<file path="src/odrs_defs.vh">
// shared constants for the dispatch / retirement control block
// assumes inclusion by bare name from every design file of the block
`ifndef ODRS_DEFS_VH
`define ODRS_DEFS_VH

// ==========================================================
// micro-operation classes
`define ODRS_CL_ALU 3'h0
`define ODRS_CL_FP 3'h1
`define ODRS_CL_LD 3'h2
`define ODRS_CL_ST 3'h3
`define ODRS_CL_BR 3'h4

// ==========================================================
// execution pipes
`define ODRS_NPIPE 6
`define ODRS_P_ALU0 3'h0
`define ODRS_P_ALU1 3'h1
`define ODRS_P_FP 3'h2
`define ODRS_P_LD 3'h3
`define ODRS_P_ST 3'h4
`define ODRS_P_BR 3'h5
`define ODRS_LAT_ALU 1
`define ODRS_LAT_FP 4
`define ODRS_LAT_LD 2
`define ODRS_LAT_ST 1
`define ODRS_LAT_BR 1

// ==========================================================
// retirement and thread state
`define ODRS_RET_W 3
`define ODRS_NTHR 2
`define ODRS_ST_HALT 2'h1
`define ODRS_ST_RUN 2'h2

`endif

</file>
<file path="src/odrs_core.v">
// out-of-order issue and in-order retirement for two threads
// assumes front end, thread control and irq inputs share ref_clk
`timescale 1ns/1ns
`include "odrs_defs.vh"

// Behaviour
// - up to six micro-operations issue per clock cycle
// - most pipes take a new micro-operation every cycle
// - two simple integer operations start per cycle
// - floating-point operations start at most once per two cycles
// - an operation issues once its sources and a pipe are ready
// - younger independent operations pass a stalled older one
// - retirement updates state strictly in program order
// - stores commit in order at retirement, total store order
// - faults are raised only at retirement, never speculatively
// - after a fault committed state is precise at that op
// - an operation retires once complete with result written
// - at most three operations commit per cycle
// - a reorder queue holds, commits and orders faults
// - retired branches update the branch target store
// - two logical processors with private architectural state
// - per-thread copies of data and system registers
// - each logical processor has its own interrupt controller
// - threads share one execution engine, interleaved
// - each thread starts, is interrupted and halts independently
// - a lone active thread may use all shared resources
module odrs_core #(
   parameter DEPTH = 8,
   parameter AW = 3,
   parameter RW = 3,
   parameter DW = 16
) (
   input wire ref_clk,
   input wire reset_n,
   input wire fe_valid,
   input wire fe_thread,
   input wire [2:0] fe_class,
   input wire [RW-1:0] fe_src1,
   input wire [RW-1:0] fe_src2,
   input wire [RW-1:0] fe_dst,
   input wire [DW-1:0] fe_val,
   input wire fe_fault,
   input wire fe_mispred,
   output reg [1:0] fe_ready_reg,
   input wire [1:0] thr_start,
   input wire [1:0] thr_halt,
   input wire [1:0] irq_req,
   output wire [1:0] thr_running,
   output reg [1:0] irq_ack_reg,
   output reg [1:0] flush_reg,
   output reg [1:0] exc_reg,
   output reg [2:0] issue_cnt_reg,
   output reg [1:0] ret_cnt_reg,
   output reg st_v_reg,
   output reg st_thr_reg,
   output reg [RW-1:0] st_addr_reg,
   output reg [DW-1:0] st_data_reg,
   output reg bts_v_reg,
   output reg bts_thr_reg,
   output reg [DW-1:0] bts_target_reg,
   output reg bts_mis_reg,
   input wire [RW-1:0] dbg_reg,
   output wire [DW-1:0] dbg_data_t0,
   output wire [DW-1:0] dbg_data_t1
);

   localparam NP = `ODRS_NPIPE;
   localparam RN = `ODRS_RET_W;
   localparam NT = `ODRS_NTHR;

   function integer lat_of;
      input integer p;
      begin
         case (p)
            `ODRS_P_FP: lat_of = `ODRS_LAT_FP;
            `ODRS_P_LD: lat_of = `ODRS_LAT_LD;
            `ODRS_P_ST: lat_of = `ODRS_LAT_ST;
            `ODRS_P_BR: lat_of = `ODRS_LAT_BR;
            default: lat_of = `ODRS_LAT_ALU;
         endcase
      end
   endfunction

   // ==========================================================
   // reorder completion queue
   reg [AW-1:0] head_reg;
   reg [AW-1:0] tail_reg;
   reg [AW:0] cnt_reg;
   reg fp_gap_reg;
   reg e_v [0:DEPTH-1];
   reg e_done [0:DEPTH-1];
   reg e_iss [0:DEPTH-1];
   reg e_kill [0:DEPTH-1];
   reg e_thr [0:DEPTH-1];
   reg e_wr [0:DEPTH-1];
   reg e_flt [0:DEPTH-1];
   reg e_mis [0:DEPTH-1];
   reg [2:0] e_cls [0:DEPTH-1];
   reg [RW-1:0] e_s1 [0:DEPTH-1];
   reg [RW-1:0] e_s2 [0:DEPTH-1];
   reg [RW-1:0] e_dst [0:DEPTH-1];
   reg [DW-1:0] e_val [0:DEPTH-1];

   reg [NP-1:0] pick_v;
   reg [AW-1:0] pick_idx [0:NP-1];
   reg [DEPTH-1:0] iss_mask;
   reg [DEPTH-1:0] cmp_mask;
   reg [DEPTH-1:0] kmask;
   reg [RN-1:0] ret_w;
   reg [2:0] npop;
   reg [2:0] nis;
   reg [1:0] ncom;
   reg [1:0] fl_now;
   reg [1:0] exc_now;
   reg [1:0] int_take;
   reg [1:0] kill_now;
   reg acc;
   reg [AW:0] cnt_next;
   reg st_hit;
   reg br_hit;
   reg ev_v;
   reg ev_thr;
   reg [AW-1:0] ev_age;
   reg stop;
   reg rdy;
   reg [AW-1:0] ik;
   reg [AW-1:0] ij;
   reg [AW-1:0] ci;
   reg [AW-1:0] st_idx;
   reg [AW-1:0] br_idx;
   reg [1:0] run_next;
   reg [AW-1:0] am;
   reg [2:0] pp;
   reg [RN*RW-1:0] wr_dst;
   reg [RN*DW-1:0] wr_val;
   reg [NT*RN-1:0] wr_v;
   integer k;
   integer j;
   integer p;
   integer ck;
   integer cj;
   integer m;

   wire [NP-1:0] out_v;
   wire [NP*AW-1:0] out_idx;
   wire [NT-1:0] irq_pend;
   wire [DW-1:0] dbg_data [0:NT-1];

   // ==========================================================
   // issue selection, oldest ready first per pipe
   always @* begin
      pick_v = {NP{1'b0}};
      iss_mask = {DEPTH{1'b0}};
      for (p = 0; p < NP; p = p + 1) begin
         pick_idx[p] = {AW{1'b0}};
      end
      pp = 3'h0;
      for (ck = 0; ck < DEPTH; ck = ck + 1) begin
         ci = head_reg + ck[AW-1:0];
         rdy = e_v[ci] & ~e_iss[ci] & ~e_kill[ci];
         for (cj = 0; cj < DEPTH; cj = cj + 1) begin
            ij = head_reg + cj[AW-1:0];
            if (cj < ck && e_v[ij] && e_thr[ij] == e_thr[ci]) begin
               // producer still outstanding
               if (!e_done[ij] && e_wr[ij] && (e_dst[ij] == e_s1[ci] ||
                   e_dst[ij] == e_s2[ci])) begin
                  rdy = 1'b0;
               end
               // loads wait behind older stores of the thread
               if (e_cls[ci] == `ODRS_CL_LD && e_cls[ij] == `ODRS_CL_ST) begin
                  rdy = 1'b0;
               end
            end
         end
         case (e_cls[ci])
            `ODRS_CL_FP: pp = `ODRS_P_FP;
            `ODRS_CL_LD: pp = `ODRS_P_LD;
            `ODRS_CL_ST: pp = `ODRS_P_ST;
            `ODRS_CL_BR: pp = `ODRS_P_BR;
            default: pp = pick_v[`ODRS_P_ALU0] ? `ODRS_P_ALU1 :
                          `ODRS_P_ALU0;
         endcase
         if (pp == `ODRS_P_FP && fp_gap_reg) begin
            rdy = 1'b0;
         end
         // stalled older entries do not block this one
         if (rdy && !pick_v[pp]) begin
            pick_v[pp] = 1'b1;
            pick_idx[pp] = ci;
            iss_mask[ci] = 1'b1;
         end
      end
      nis = 3'h0;
      cmp_mask = {DEPTH{1'b0}};
      for (p = 0; p < NP; p = p + 1) begin
         nis = nis + {2'h0, pick_v[p]};
         if (out_v[p]) begin
            cmp_mask[out_idx[p*AW +: AW]] = 1'b1;
         end
      end
   end

   // ==========================================================
   // in-order retirement, up to RN per cycle
   always @* begin
      stop = 1'b0;
      npop = 3'h0;
      ncom = 2'h0;
      ret_w = {RN{1'b0}};
      st_hit = 1'b0;
      br_hit = 1'b0;
      ev_v = 1'b0;
      ev_thr = 1'b0;
      ev_age = {AW{1'b0}};
      exc_now = 2'h0;
      fl_now = 2'h0;
      wr_v = {(NT*RN){1'b0}};
      wr_dst = {(RN*RW){1'b0}};
      wr_val = {(RN*DW){1'b0}};
      st_idx = {AW{1'b0}};
      br_idx = {AW{1'b0}};
      for (j = 0; j < NT; j = j + 1) begin
         int_take[j] = irq_pend[j] & thr_running[j];
         // mirrors the context run state for the same edge
         run_next[j] = thr_running[j] ? ~thr_halt[j] : thr_start[j];
      end
      for (k = 0; k < RN; k = k + 1) begin
         ik = head_reg + k[AW-1:0];
         wr_dst[k*RW +: RW] = e_dst[ik];
         wr_val[k*DW +: DW] = e_val[ik];
         if (stop) begin
            stop = 1'b1;
         end else if (!e_v[ik] || !e_done[ik] || int_take[e_thr[ik]]) begin
            stop = 1'b1;
         end else if (e_kill[ik]) begin
            npop = npop + 3'h1;
         end else if (e_flt[ik]) begin
            // faulting op is dropped, nothing younger of its thread survives
            npop = npop + 3'h1;
            exc_now[e_thr[ik]] = 1'b1;
            fl_now[e_thr[ik]] = 1'b1;
            ev_v = 1'b1;
            ev_thr = e_thr[ik];
            ev_age = k[AW-1:0];
            stop = 1'b1;
         end else if ((e_cls[ik] == `ODRS_CL_ST && st_hit) ||
                      (e_cls[ik] == `ODRS_CL_BR && br_hit)) begin
            stop = 1'b1;
         end else begin
            npop = npop + 3'h1;
            ncom = ncom + 2'h1;
            ret_w[k] = 1'b1;
            wr_v[e_thr[ik]*RN + k] = e_wr[ik];
            if (e_cls[ik] == `ODRS_CL_ST) begin
               st_hit = 1'b1;
               st_idx = ik;
            end
            if (e_cls[ik] == `ODRS_CL_BR) begin
               br_hit = 1'b1;
               br_idx = ik;
               if (e_mis[ik]) begin
                  fl_now[e_thr[ik]] = 1'b1;
                  ev_v = 1'b1;
                  ev_thr = e_thr[ik];
                  ev_age = k[AW-1:0];
                  stop = 1'b1;
               end
            end
         end
      end
      kill_now = fl_now | int_take;
      for (k = 0; k < DEPTH; k = k + 1) begin
         am = k[AW-1:0] - head_reg;
         kmask[k] = e_v[k] & ((ev_v & e_thr[k] == ev_thr & am > ev_age) |
                    int_take[e_thr[k]]);
      end
      // a thread being flushed drops what it offers now
      acc = fe_valid & fe_ready_reg[fe_thread] & ~kill_now[fe_thread] &
            ~flush_reg[fe_thread];
      cnt_next = cnt_reg - {{(AW-2){1'b0}}, npop} + {{AW{1'b0}}, acc};
   end

   // ==========================================================
   // queue state, shared by both threads with no partition
   always @(posedge ref_clk) begin
      if (!reset_n) begin
         head_reg <= {AW{1'b0}};
         tail_reg <= {AW{1'b0}};
         cnt_reg <= {(AW+1){1'b0}};
         fp_gap_reg <= 1'b0;
         fe_ready_reg <= 2'h0;
         for (m = 0; m < DEPTH; m = m + 1) begin
            e_v[m] <= 1'b0;
            e_done[m] <= 1'b0;
            e_iss[m] <= 1'b0;
            e_kill[m] <= 1'b0;
         end
      end else begin
         for (m = 0; m < DEPTH; m = m + 1) begin
            if (iss_mask[m]) begin
               e_iss[m] <= 1'b1;
            end
            if (cmp_mask[m]) begin
               e_done[m] <= 1'b1;
            end
            if (kmask[m]) begin
               e_kill[m] <= 1'b1;
               if (!e_iss[m] && !iss_mask[m]) begin
                  e_done[m] <= 1'b1;
               end
            end
         end
         for (m = 0; m < RN; m = m + 1) begin
            if (m < npop) begin
               e_v[head_reg + m[AW-1:0]] <= 1'b0;
            end
         end
         if (acc) begin
            e_v[tail_reg] <= 1'b1;
            e_done[tail_reg] <= 1'b0;
            e_iss[tail_reg] <= 1'b0;
            e_kill[tail_reg] <= 1'b0;
            e_thr[tail_reg] <= fe_thread;
            e_cls[tail_reg] <= fe_class;
            e_wr[tail_reg] <= (fe_class == `ODRS_CL_ALU) ||
               (fe_class == `ODRS_CL_FP) || (fe_class == `ODRS_CL_LD);
            e_s1[tail_reg] <= fe_src1;
            e_s2[tail_reg] <= fe_src2;
            e_dst[tail_reg] <= fe_dst;
            e_val[tail_reg] <= fe_val;
            e_flt[tail_reg] <= fe_fault;
            e_mis[tail_reg] <= fe_mispred;
         end
         head_reg <= head_reg + npop[AW-1:0];
         tail_reg <= tail_reg + {{(AW-1){1'b0}}, acc};
         cnt_reg <= cnt_next;
         fp_gap_reg <= pick_v[`ODRS_P_FP];
         for (m = 0; m < NT; m = m + 1) begin
            // whole queue open to either thread
            fe_ready_reg[m] <= run_next[m] & (cnt_next < DEPTH) &
                               ~kill_now[m];
         end
      end
   end

   // ==========================================================
   // registered event outputs
   always @(posedge ref_clk) begin
      if (!reset_n) begin
         irq_ack_reg <= 2'h0;
         flush_reg <= 2'h0;
         exc_reg <= 2'h0;
         issue_cnt_reg <= 3'h0;
         ret_cnt_reg <= 2'h0;
         st_v_reg <= 1'b0;
         st_thr_reg <= 1'b0;
         st_addr_reg <= {RW{1'b0}};
         st_data_reg <= {DW{1'b0}};
         bts_v_reg <= 1'b0;
         bts_thr_reg <= 1'b0;
         bts_target_reg <= {DW{1'b0}};
         bts_mis_reg <= 1'b0;
      end else begin
         irq_ack_reg <= int_take;
         flush_reg <= kill_now;
         exc_reg <= exc_now;
         issue_cnt_reg <= nis;
         ret_cnt_reg <= ncom;
         st_v_reg <= st_hit;
         bts_v_reg <= br_hit;
         if (st_hit) begin
            st_thr_reg <= e_thr[st_idx];
            st_addr_reg <= e_dst[st_idx];
            st_data_reg <= e_val[st_idx];
         end
         if (br_hit) begin
            bts_thr_reg <= e_thr[br_idx];
            bts_target_reg <= e_val[br_idx];
            bts_mis_reg <= e_mis[br_idx];
         end
      end
   end

   // ==========================================================
   // execution pipes and per-thread contexts
   genvar g;
   generate
      for (g = 0; g < NP; g = g + 1) begin : pipe
         odrs_pipe #(
            .LAT(lat_of(g)),
            .IW(AW)
         ) u_pipe (
            .ref_clk(ref_clk),
            .reset_n(reset_n),
            .in_v(pick_v[g]),
            .in_idx(pick_idx[g]),
            .out_v(out_v[g]),
            .out_idx(out_idx[g*AW +: AW])
         );
      end
      for (g = 0; g < NT; g = g + 1) begin : thr
         odrs_thread_ctx #(
            .RW(RW),
            .DW(DW),
            .NW(RN)
         ) u_ctx (
            .ref_clk(ref_clk),
            .reset_n(reset_n),
            .start(thr_start[g]),
            .halt(thr_halt[g]),
            .irq(irq_req[g]),
            .irq_take(int_take[g]),
            .wr_v(wr_v[g*RN +: RN]),
            .wr_dst(wr_dst),
            .wr_val(wr_val),
            .rd_reg(dbg_reg),
            .rd_data(dbg_data[g]),
            .running(thr_running[g]),
            .irq_pend(irq_pend[g])
         );
      end
   endgenerate

   assign dbg_data_t0 = dbg_data[0];
   assign dbg_data_t1 = dbg_data[1];

endmodule

</file>
<file path="src/odrs_pipe.v">
// one execution pipe: fixed latency, takes a new entry every cycle
// assumes the caller keeps at most one entry per cycle per pipe
`timescale 1ns/1ns
`include "odrs_defs.vh"

module odrs_pipe #(
   parameter LAT = 1,
   parameter IW = 3
) (
   input wire ref_clk,
   input wire reset_n,
   input wire in_v,
   input wire [IW-1:0] in_idx,
   output wire out_v,
   output wire [IW-1:0] out_idx
);

   reg [LAT-1:0] v_reg;
   reg [IW-1:0] idx_reg [0:LAT-1];
   integer s;
   integer r;

   // ==========================================================
   // stage shift, no stall
   always @(posedge ref_clk) begin
      if (!reset_n) begin
         v_reg <= {LAT{1'b0}};
      end else begin
         v_reg[0] <= in_v;
         for (s = 1; s < LAT; s = s + 1) begin
            v_reg[s] <= v_reg[s-1];
         end
      end
   end

   always @(posedge ref_clk) begin
      idx_reg[0] <= in_idx;
      for (r = 1; r < LAT; r = r + 1) begin
         idx_reg[r] <= idx_reg[r-1];
      end
   end

   assign out_v = v_reg[LAT-1];
   assign out_idx = idx_reg[LAT-1];

endmodule

</file>
<file path="src/odrs_thread_ctx.v">
// private architectural state of one logical processor
// assumes commit writes arrive oldest slot first within one cycle
`timescale 1ns/1ns
`include "odrs_defs.vh"

module odrs_thread_ctx #(
   parameter RW = 3,
   parameter DW = 16,
   parameter NW = 3
) (
   input wire ref_clk,
   input wire reset_n,
   input wire start,
   input wire halt,
   input wire irq,
   input wire irq_take,
   input wire [NW-1:0] wr_v,
   input wire [NW*RW-1:0] wr_dst,
   input wire [NW*DW-1:0] wr_val,
   input wire [RW-1:0] rd_reg,
   output reg [DW-1:0] rd_data,
   output reg running,
   output reg irq_pend
);

   localparam ST_HALT = `ODRS_ST_HALT;
   localparam ST_RUN = `ODRS_ST_RUN;

   reg [1:0] st_reg;
   reg [1:0] st_next;
   reg [DW-1:0] regs [0:(1<<RW)-1];
   integer i;

   // ==========================================================
   // run state, independent of the other thread
   always @* begin
      case (st_reg)
         ST_HALT: st_next = start ? ST_RUN : ST_HALT;
         ST_RUN: st_next = halt ? ST_HALT : ST_RUN;
         default: st_next = ST_HALT;
      endcase
   end

   // ==========================================================
   // registers and interrupt latch
   always @(posedge ref_clk) begin
      if (!reset_n) begin
         st_reg <= ST_HALT;
         running <= 1'b0;
         irq_pend <= 1'b0;
         rd_data <= {DW{1'b0}};
         for (i = 0; i < (1<<RW); i = i + 1) begin
            regs[i] <= {DW{1'b0}};
         end
      end else begin
         st_reg <= st_next;
         running <= (st_next == ST_RUN);
         // new request wins over the take
         irq_pend <= irq | (irq_pend & ~irq_take);
         // later slot is younger, so it wins a shared target
         for (i = 0; i < NW; i = i + 1) begin
            if (wr_v[i]) begin
               regs[wr_dst[i*RW +: RW]] <= wr_val[i*DW +: DW];
            end
         end
         rd_data <= regs[rd_reg];
      end
   end

endmodule

</file>
<file path="config.mk">
export PLATFORM = sky130hd
export DESIGN_NAME = odrs_core
export DESIGN_NICKNAME = d
export VERILOG_FILES = /design/src/odrs_core.v /design/src/odrs_pipe.v /design/src/odrs_thread_ctx.v
export VERILOG_INCLUDE_DIRS = /design/src
export SDC_FILE = /design/constraint.sdc
export NUM_CORES = 2
export LEC_CHECK = 0
export ABC_CLOCK_PERIOD_IN_PS = 15410
export BUFFER_PORTS_ARGS = -buffer_cell sky130_fd_sc_hd__buf_2
export CAP_MARGIN = 20
export CORE_ASPECT_RATIO = 0.7
export CORE_MARGIN = 3
export CORE_UTILIZATION = 47
export CTS_BUF_LIST = sky130_fd_sc_hd__clkbuf_8
export DETAILED_ROUTE_END_ITERATION = 12
export SYNTH_ARGS = -nofsm -noshare
export SYNTH_HDL_FRONTEND = slang
export SYNTH_SLANG_ARGS = --single-unit
</file>
<file path="constraint.sdc">
create_clock -name ref_clk -period 15.41 [get_ports ref_clk]
set_input_delay 3.082 -clock ref_clk [delete_from_list [all_inputs] [get_ports ref_clk]]
set_output_delay 3.082 -clock ref_clk [all_outputs]
set_load 0.05 [all_outputs]
</file>
[Yosys cells after proc, flatten, opt, wreduce, memory -nomap -nowiden]
Memory sizes are Yosys's and may differ from the RTL's. A register that Yosys moved wholly into a read port is not among the register bits.
Index checks and enable logic that the tools add are counted.
W data, S select, Z words.
Storage, ports and cells
  bits in registers: 44
  RAM bits: 574
  memory bits (read-only): 8
  input bits: 43
  output and inout port bits: 87
  memories: 22
Operators by class
  add/sub/neg operators: 30
  multipliers: 3
  magnitude comparators: 93
  eq/ne operators: 140
  multiplexer cells: 668
  bitwise gates (word level): 151
  reductions and logical operators: 246
Memory list
  e_val: words 8, width 16, read ports 5, clocked after Yosys merged registers in 3, wr ports 1, line odrs_core.v:102  | reg [DW-1:0] e_val [0:DEPTH-1];
  thr[0].u_ctx.regs: words 8, width 16, read ports 1, clocked after Yosys merged registers in 1, wr ports 8, line odrs_thread_ctx.v:31  | reg [DW-1:0] regs [0:(1<<RW)-1];
  thr[1].u_ctx.regs: words 8, width 16, read ports 1, clocked after Yosys merged registers in 1, wr ports 8, line odrs_thread_ctx.v:31
  e_cls: words 8, width 3, read ports 8, clocked after Yosys merged registers in 1, wr ports 1, line odrs_core.v:98  | reg [2:0] e_cls [0:DEPTH-1];
  e_dst: words 8, width 3, read ports 8, clocked after Yosys merged registers in 2, wr ports 1, line odrs_core.v:101  | reg [RW-1:0] e_dst [0:DEPTH-1];
  e_s1: words 8, width 3, read ports 7, clocked after Yosys merged registers in 0, wr ports 1, line odrs_core.v:99  | reg [RW-1:0] e_s1 [0:DEPTH-1];
  +16 memories
Operators by type and width (count)
  $mux W1: 435
  $mux W3: 78
  $eq A3 B3 Y1: 56
  $logic_and A1 B1 Y1: 155
  $mux W18: 8
  $bwmux W18: 7
  $mux W6: 21
  $mux W8: 14
  $mux W16: 6
  $or A8 B8 Y8: 12
  $pmux W3 S4: 8
  $reduce_or A16 Y1: 6
  $lt A3 B4 Y1 const B: 23
  $mux W2: 44
  $demux W1 S3: 25
  $eq A3 B2 Y1 const B: 25
  $demux W3 S3: 8
  $ge A3 B1 Y1 const B: 23
  $and A1 B1 Y1: 51
  $logic_not A1 Y1: 42
  $or A1 B1 Y1: 42
  $or A6 B6 Y6: 7
  $logic_or A1 B1 Y1: 38
  $eq A1 B1 Y1: 36
  40 further kinds: 161

[Longest topological paths before layout]
  depth after elaboration: 69
  mapped depth: 41
  gate-level depth less buffers: 27

[Cells and area by module]
Synthesis repeated with hierarchy kept, for this count alone.
Unflattened totals
  cell total of the unflattened synthesis: 4944
  area, all modules: 52620.5 um^2
By module, submodules not included
  odrs_core: instances 1, cells an instance 2997, area an instance 32225.9 um^2
  odrs_thread_ctx (thr[0].u_ctx): instances 1, cells an instance 947, area an instance 9768.1 um^2
  odrs_thread_ctx (thr[1].u_ctx): instances 1, cells an instance 947, area an instance 9740.6 um^2
  odrs_pipe (pipe[0].u_pipe ...): instances 4, cells an instance 5, area an instance 86.3 um^2
  odrs_pipe (pipe[2].u_pipe): instances 1, cells an instance 20, area an instance 345.3 um^2
  odrs_pipe (pipe[3].u_pipe): instances 1, cells an instance 13, area an instance 195.2 um^2

[Least setup slack after synthesis]
Ideal clock, no wire load.
  kind: flip-flop to flip-flop
  from: register head_reg[1]
  to: memory e_done[0]
  library setup time: 132 ps
  data arrival time: 9758 ps
  data required time: 15278 ps
  path slack: 5520 ps
  cell stages (with the launch flop): 36
  cell sequence: dfxtp_1 -> inv_1 -> buf_2 -> buf_2 -> buf_2 -> clkbuf_1 -> buf_2 -> clkbuf_1 -> ha_1 -> buf_4 -> buf_6 -> buf_6 -> buf_4 -> buf_2 -> buf_2 -> buf_2 -> buf_2 -> nand2_1 -> o32a_1 -> nand3_1 -> nand2_1 -> nor2_1 -> a21oi_1 -> o22ai_1 -> o31ai_1 -> nand3_1 -> o21ai_1 -> nor4_1 -> o21a_1 -> inv_1 -> or3_1 -> clkbuf_1 -> nor3_1 -> nand2b_1 -> a21o_1 -> o41ai_2
RTL lines
  start, declared: line odrs_core.v:86  | reg [AW-1:0] head_reg;
  start signal, assigned: line odrs_core.v:287  | head_reg <= {AW{1'b0}};
  start signal, assigned: line odrs_core.v:334  | head_reg <= head_reg + npop[AW-1:0];
  end, declared: line odrs_core.v:91  | reg e_done [0:DEPTH-1];

[Worst setup path in the final report]
  from: register head_reg[1]
  to: register issue_cnt_reg[1]
Between the ends
  longest elaborated chain between the ends: 64
  elaborated cells on any way between the ends: 481
  those cells by class: add/sub: 12; order compare: 14; eq/ne: 119; mux: 139; bitwise: 35; reduce/logical: 152; memory: 10
Ends and longest elaborated chain
  branches (longest 58 deep; another with $lt A3 B4 Y1)
  $mux W6 (*): line odrs_core.v:187  | if (rdy && !pick_v[pp]) begin
  $add A1 B1 Y2: line odrs_core.v:196  | nis = nis + {2'h0, pick_v[p]};
  $add A2 B1 Y3: line odrs_core.v:196
  $add A3 B1 Y3 (2 in a row): line odrs_core.v:196
  $add A3 B1 Y3 (*): line odrs_core.v:196
  named net nis[1]: line odrs_core.v:111  | reg [2:0] nis;
  end signal, assigned: line odrs_core.v:367  | issue_cnt_reg <= nis;
  end, declared: line odrs_core.v:52  | output reg [2:0] issue_cnt_reg,
Mark *: on every way through the listed nets, which the timed path passes. The select of a mux whose other input is x is not followed.
A chain may end at the register's enable or synchronous reset.

==> impl_metrics.yaml <==
outcome:
  status: "complete, but fails checks"
  failed_checks: "max-capacitance violations, max-slew violations"
clock_network:
  clk-insertion-delay-late_ps: 830
  cts_hold_buf: 0
  cts_resized: 0
  clockRootBuffer: "clkbuf_8"
  cts_max_level: 3
  tritoncts: "yes"
  clock_path_buffers: 3
  postCtsSetupBuffers: 0
  cts_sinks: 687
  clk_pin_slew_ps: 60
  cts_buffers: 108
detailed_routing:
  antenna_left: 0
  wirelength_um: 190000
  drt_iter0_markers: 6421
  post-route-drc-count: 0
  met3_length_um: 30600
  wl_met2_um: 72300
  post_drt_wl_per_cell_um: 31.3
  via_count: 42400
  via_per_inst: 6.97
  top_layer_used: "met5"
  drt_pass1_iterations: 8
  wl_met1_um: 82900
layout:
  area_delta_synth_final_pct: 8.46
  largest-register: "thr.u_ctx.regs"
  largest_reg_flops: 256
  drive_gt1_share_pct: 18.8
  fin_util_pct: 51.8
  mostFrequentLayoutCell: "edfxtp_1"
  reg.largest.list: "thr.u_ctx.regs (256), e_val (128), thr.u_ctx.rd_data (32)"
  final_cell_mix: "512 x edfxtp_1, 428 x nand2_1, 356 x o21ai_0"
  nets: 4720
worst_setup_path:
  critPathArrivalTime_ps: 11450
  r2r-start: "head_reg[1]"
  slowest_delay_ps: 800
  endpoint_kind: "register"
  crit_path_max_fanout: 62
  rr_endpoint: "issue_cnt_reg[1]"
  path_buf_inv: 3
  path_common_cell: "fa_1"
  cp-start-kind: "register"
  reg2reg_depth: 27
  critical_path_class: "register to register"
  cp.required_ps: 16090
  path_delay_family: "compound AO/OA/AOI/OAI gates"
  rrSetupSlack_ps: 4630
  cpMaxStageDelayCell: "buf_4"
synth:
  syn_nets: 4766
  synth_cell_types: 116
  netlist_instances: 4687
  yosysSeqAreaShare_pct: 39.2
  async_flop_share_pct: 0
  synth_warnings: 0
  yosys_register_bits: 687
  avgSynthCellArea_um2: 10.3
  ys.flop_type: "edfxtp_1"
  synth_top_area_share_pct: 32.0
  synth_top_area_cell: "edfxtp_1"
  synth_edf_count: 512
  syn_area_um2: 48100
  synth_area_leaders: "edfxtp_1 32%, mux4_2 12%, dfxtp_1 7.3%"
timing:
  max_clock_freq_mhz: 92.8
  period_minus_slack_ps: 10780
  tightestPinTransition_ps: 1480
  slew_headroom_pct: -0.240
  finalSetupTns_ps: 0
  finClkSkew_ps: 55.8
  rsz0062_at_grt: "no"
  finalHoldViolCount: 0
  setup_viol: 0
  period_share_pct: 69.9
  slew_viol_final: 1
grt:
  grt_overflow: 0
  first_global_vias: 38300
  grtUsageTotal_pct: 35.0
  grt_max_degree: 81
  antenna_found_initial: 10
  grt_pass1_wl_um: 275000
floorplanning:
  std_cell_rows: 97
  die_y_um: 274
  die_x_um: 388
  ios: 130
  initial_core_util_pct: 47.8
  core_area_um2: 101000
  die-area_um2: 106000
placement:
  place_hpwl_um: 133000
  io_buffers: 129
  gp_congestion: 1.01
power:
  vdd_ir_drop_max_mv: 0.0632
  leakage_nw: 18.3
  total_power_mw: 4.07
  power_density_nw_per_um2: 78.0
min_path:
  whs_endpoint: "pipe[2].u_pipe.idx_reg[3][0]"
  hp-class: "register to register"
  min_path_cells: 0
  holdCritStartpoint: "pipe[2].u_pipe.idx_reg[2][0]"
flow_run:
  cap_violations: 1
[cells by family (layout without fill, tap and decap cells)]
kind of cell	Yosys count	after routing	synth area share, %
adder cells (fa/ha/maj)	36	36	1.01
flip-flops	687	687	39.2
AO/OA/AOI/OAI	1245	1245	16.5
AND/OR/NAND/NOR	1313	1313	12.8
XOR/XNOR	229	229	4.21
buffers and inverters	456	504	4.04
multiplexers	721	721	22.2
other	0	4	0
[cell usage after synthesis (31+ instances only)]
library cell	n
and2_1	79
ha_1	31
xnor2_1	127
buf_2	33
clkbuf_1	277
nand2_1	428
o211ai_1	91
dfxtp_1	175
o21ai_0	357
mux2i_1	312
buf_1	51
a31oi_1	74
mux2_2	134
nor3_1	122
o22ai_1	36
inv_1	58
xor2_1	101
mux4_2	259
a211oi_1	89
a21oi_1	314
nand3_1	124
nor2_1	323
edfxtp_1	512
[worst register-to-register path: cells and delay by family (launching register included)]
| family | cells | cell delay, ps |
|---|---|---|
| DFF | 1 | 600 |
| and+or+nand+nor | 8 | 2340 |
| adders and majority gates | 5 | 2280 |
| muxes | 2 | 1560 |
| AOI/OAI and AO/OA | 8 | 2660 |
| buffers and inverters | 3 | 1020 |
| xor gates and xnor gates | 1 | 170 |
[how the worst max path moves through the flow]
| stage | start | endpoint | slack, ps | cells past startpoint |
|---|---|---|---|---|
| 6_report | head_reg[1] | issue_cnt_reg[1] | 4630 | 27 |
| 5_1_grt | head_reg[1] | issue_cnt_reg[1] | 4080 | 27 |
| 4_1_cts | head_reg[1] | issue_cnt_reg[1] | 4820 | 27 |
| 3_5_place_dp | head_reg[1] | issue_cnt_reg[1] | 4860 | 27 |
| 3_3_place_gp | head_reg[1] | issue_cnt_reg[1] | 5060 | 27 |
| 2_1_floorplan | head_reg[1] | e_done[0] | 5520 | 35 |
[layout make-up]
class / count / area (um^2)
diodes: 4 / 10.0
clock buffers: 124 / 1710
clock inverters: 80 / 576
fillers: 9038 / 48500
inverters: 61 / 233
multi-input cells: 3544 / 27600
flip-flops and latches: 687 / 18900
well taps: 1336 / 1670
repair buffers: 239 / 1520
[where the power goes]
group,leakage [nW],internal (mW),switching (mW)
Combinational,10.6,0.114,0.245
Sequential,6.37,2.03,0.0212
Clock,1.30,0.873,0.792
Total,18.3,3.01,1.06
[through the flow]
step,hold WS (ps),instances,setup WS [ps],instance area (um^2)
after floorplan,310,4687,5520,48100
after global placement,310,5861,5060,49800
after detailed placement,312,5863,4860,49800
after CTS,326,6067,4820,52100
after global routing,335,6074,4080,52200
final,325,6075,4630,52200
[layer usage]
metal	GRT usage, %	vias to the layer above
met4	8.13	4
li1	-	18000
met1	54.9	20900
met3	12.7	306
met5	0.273	-
met2	44.9	3208
Power figures use the tool's default switching activity.
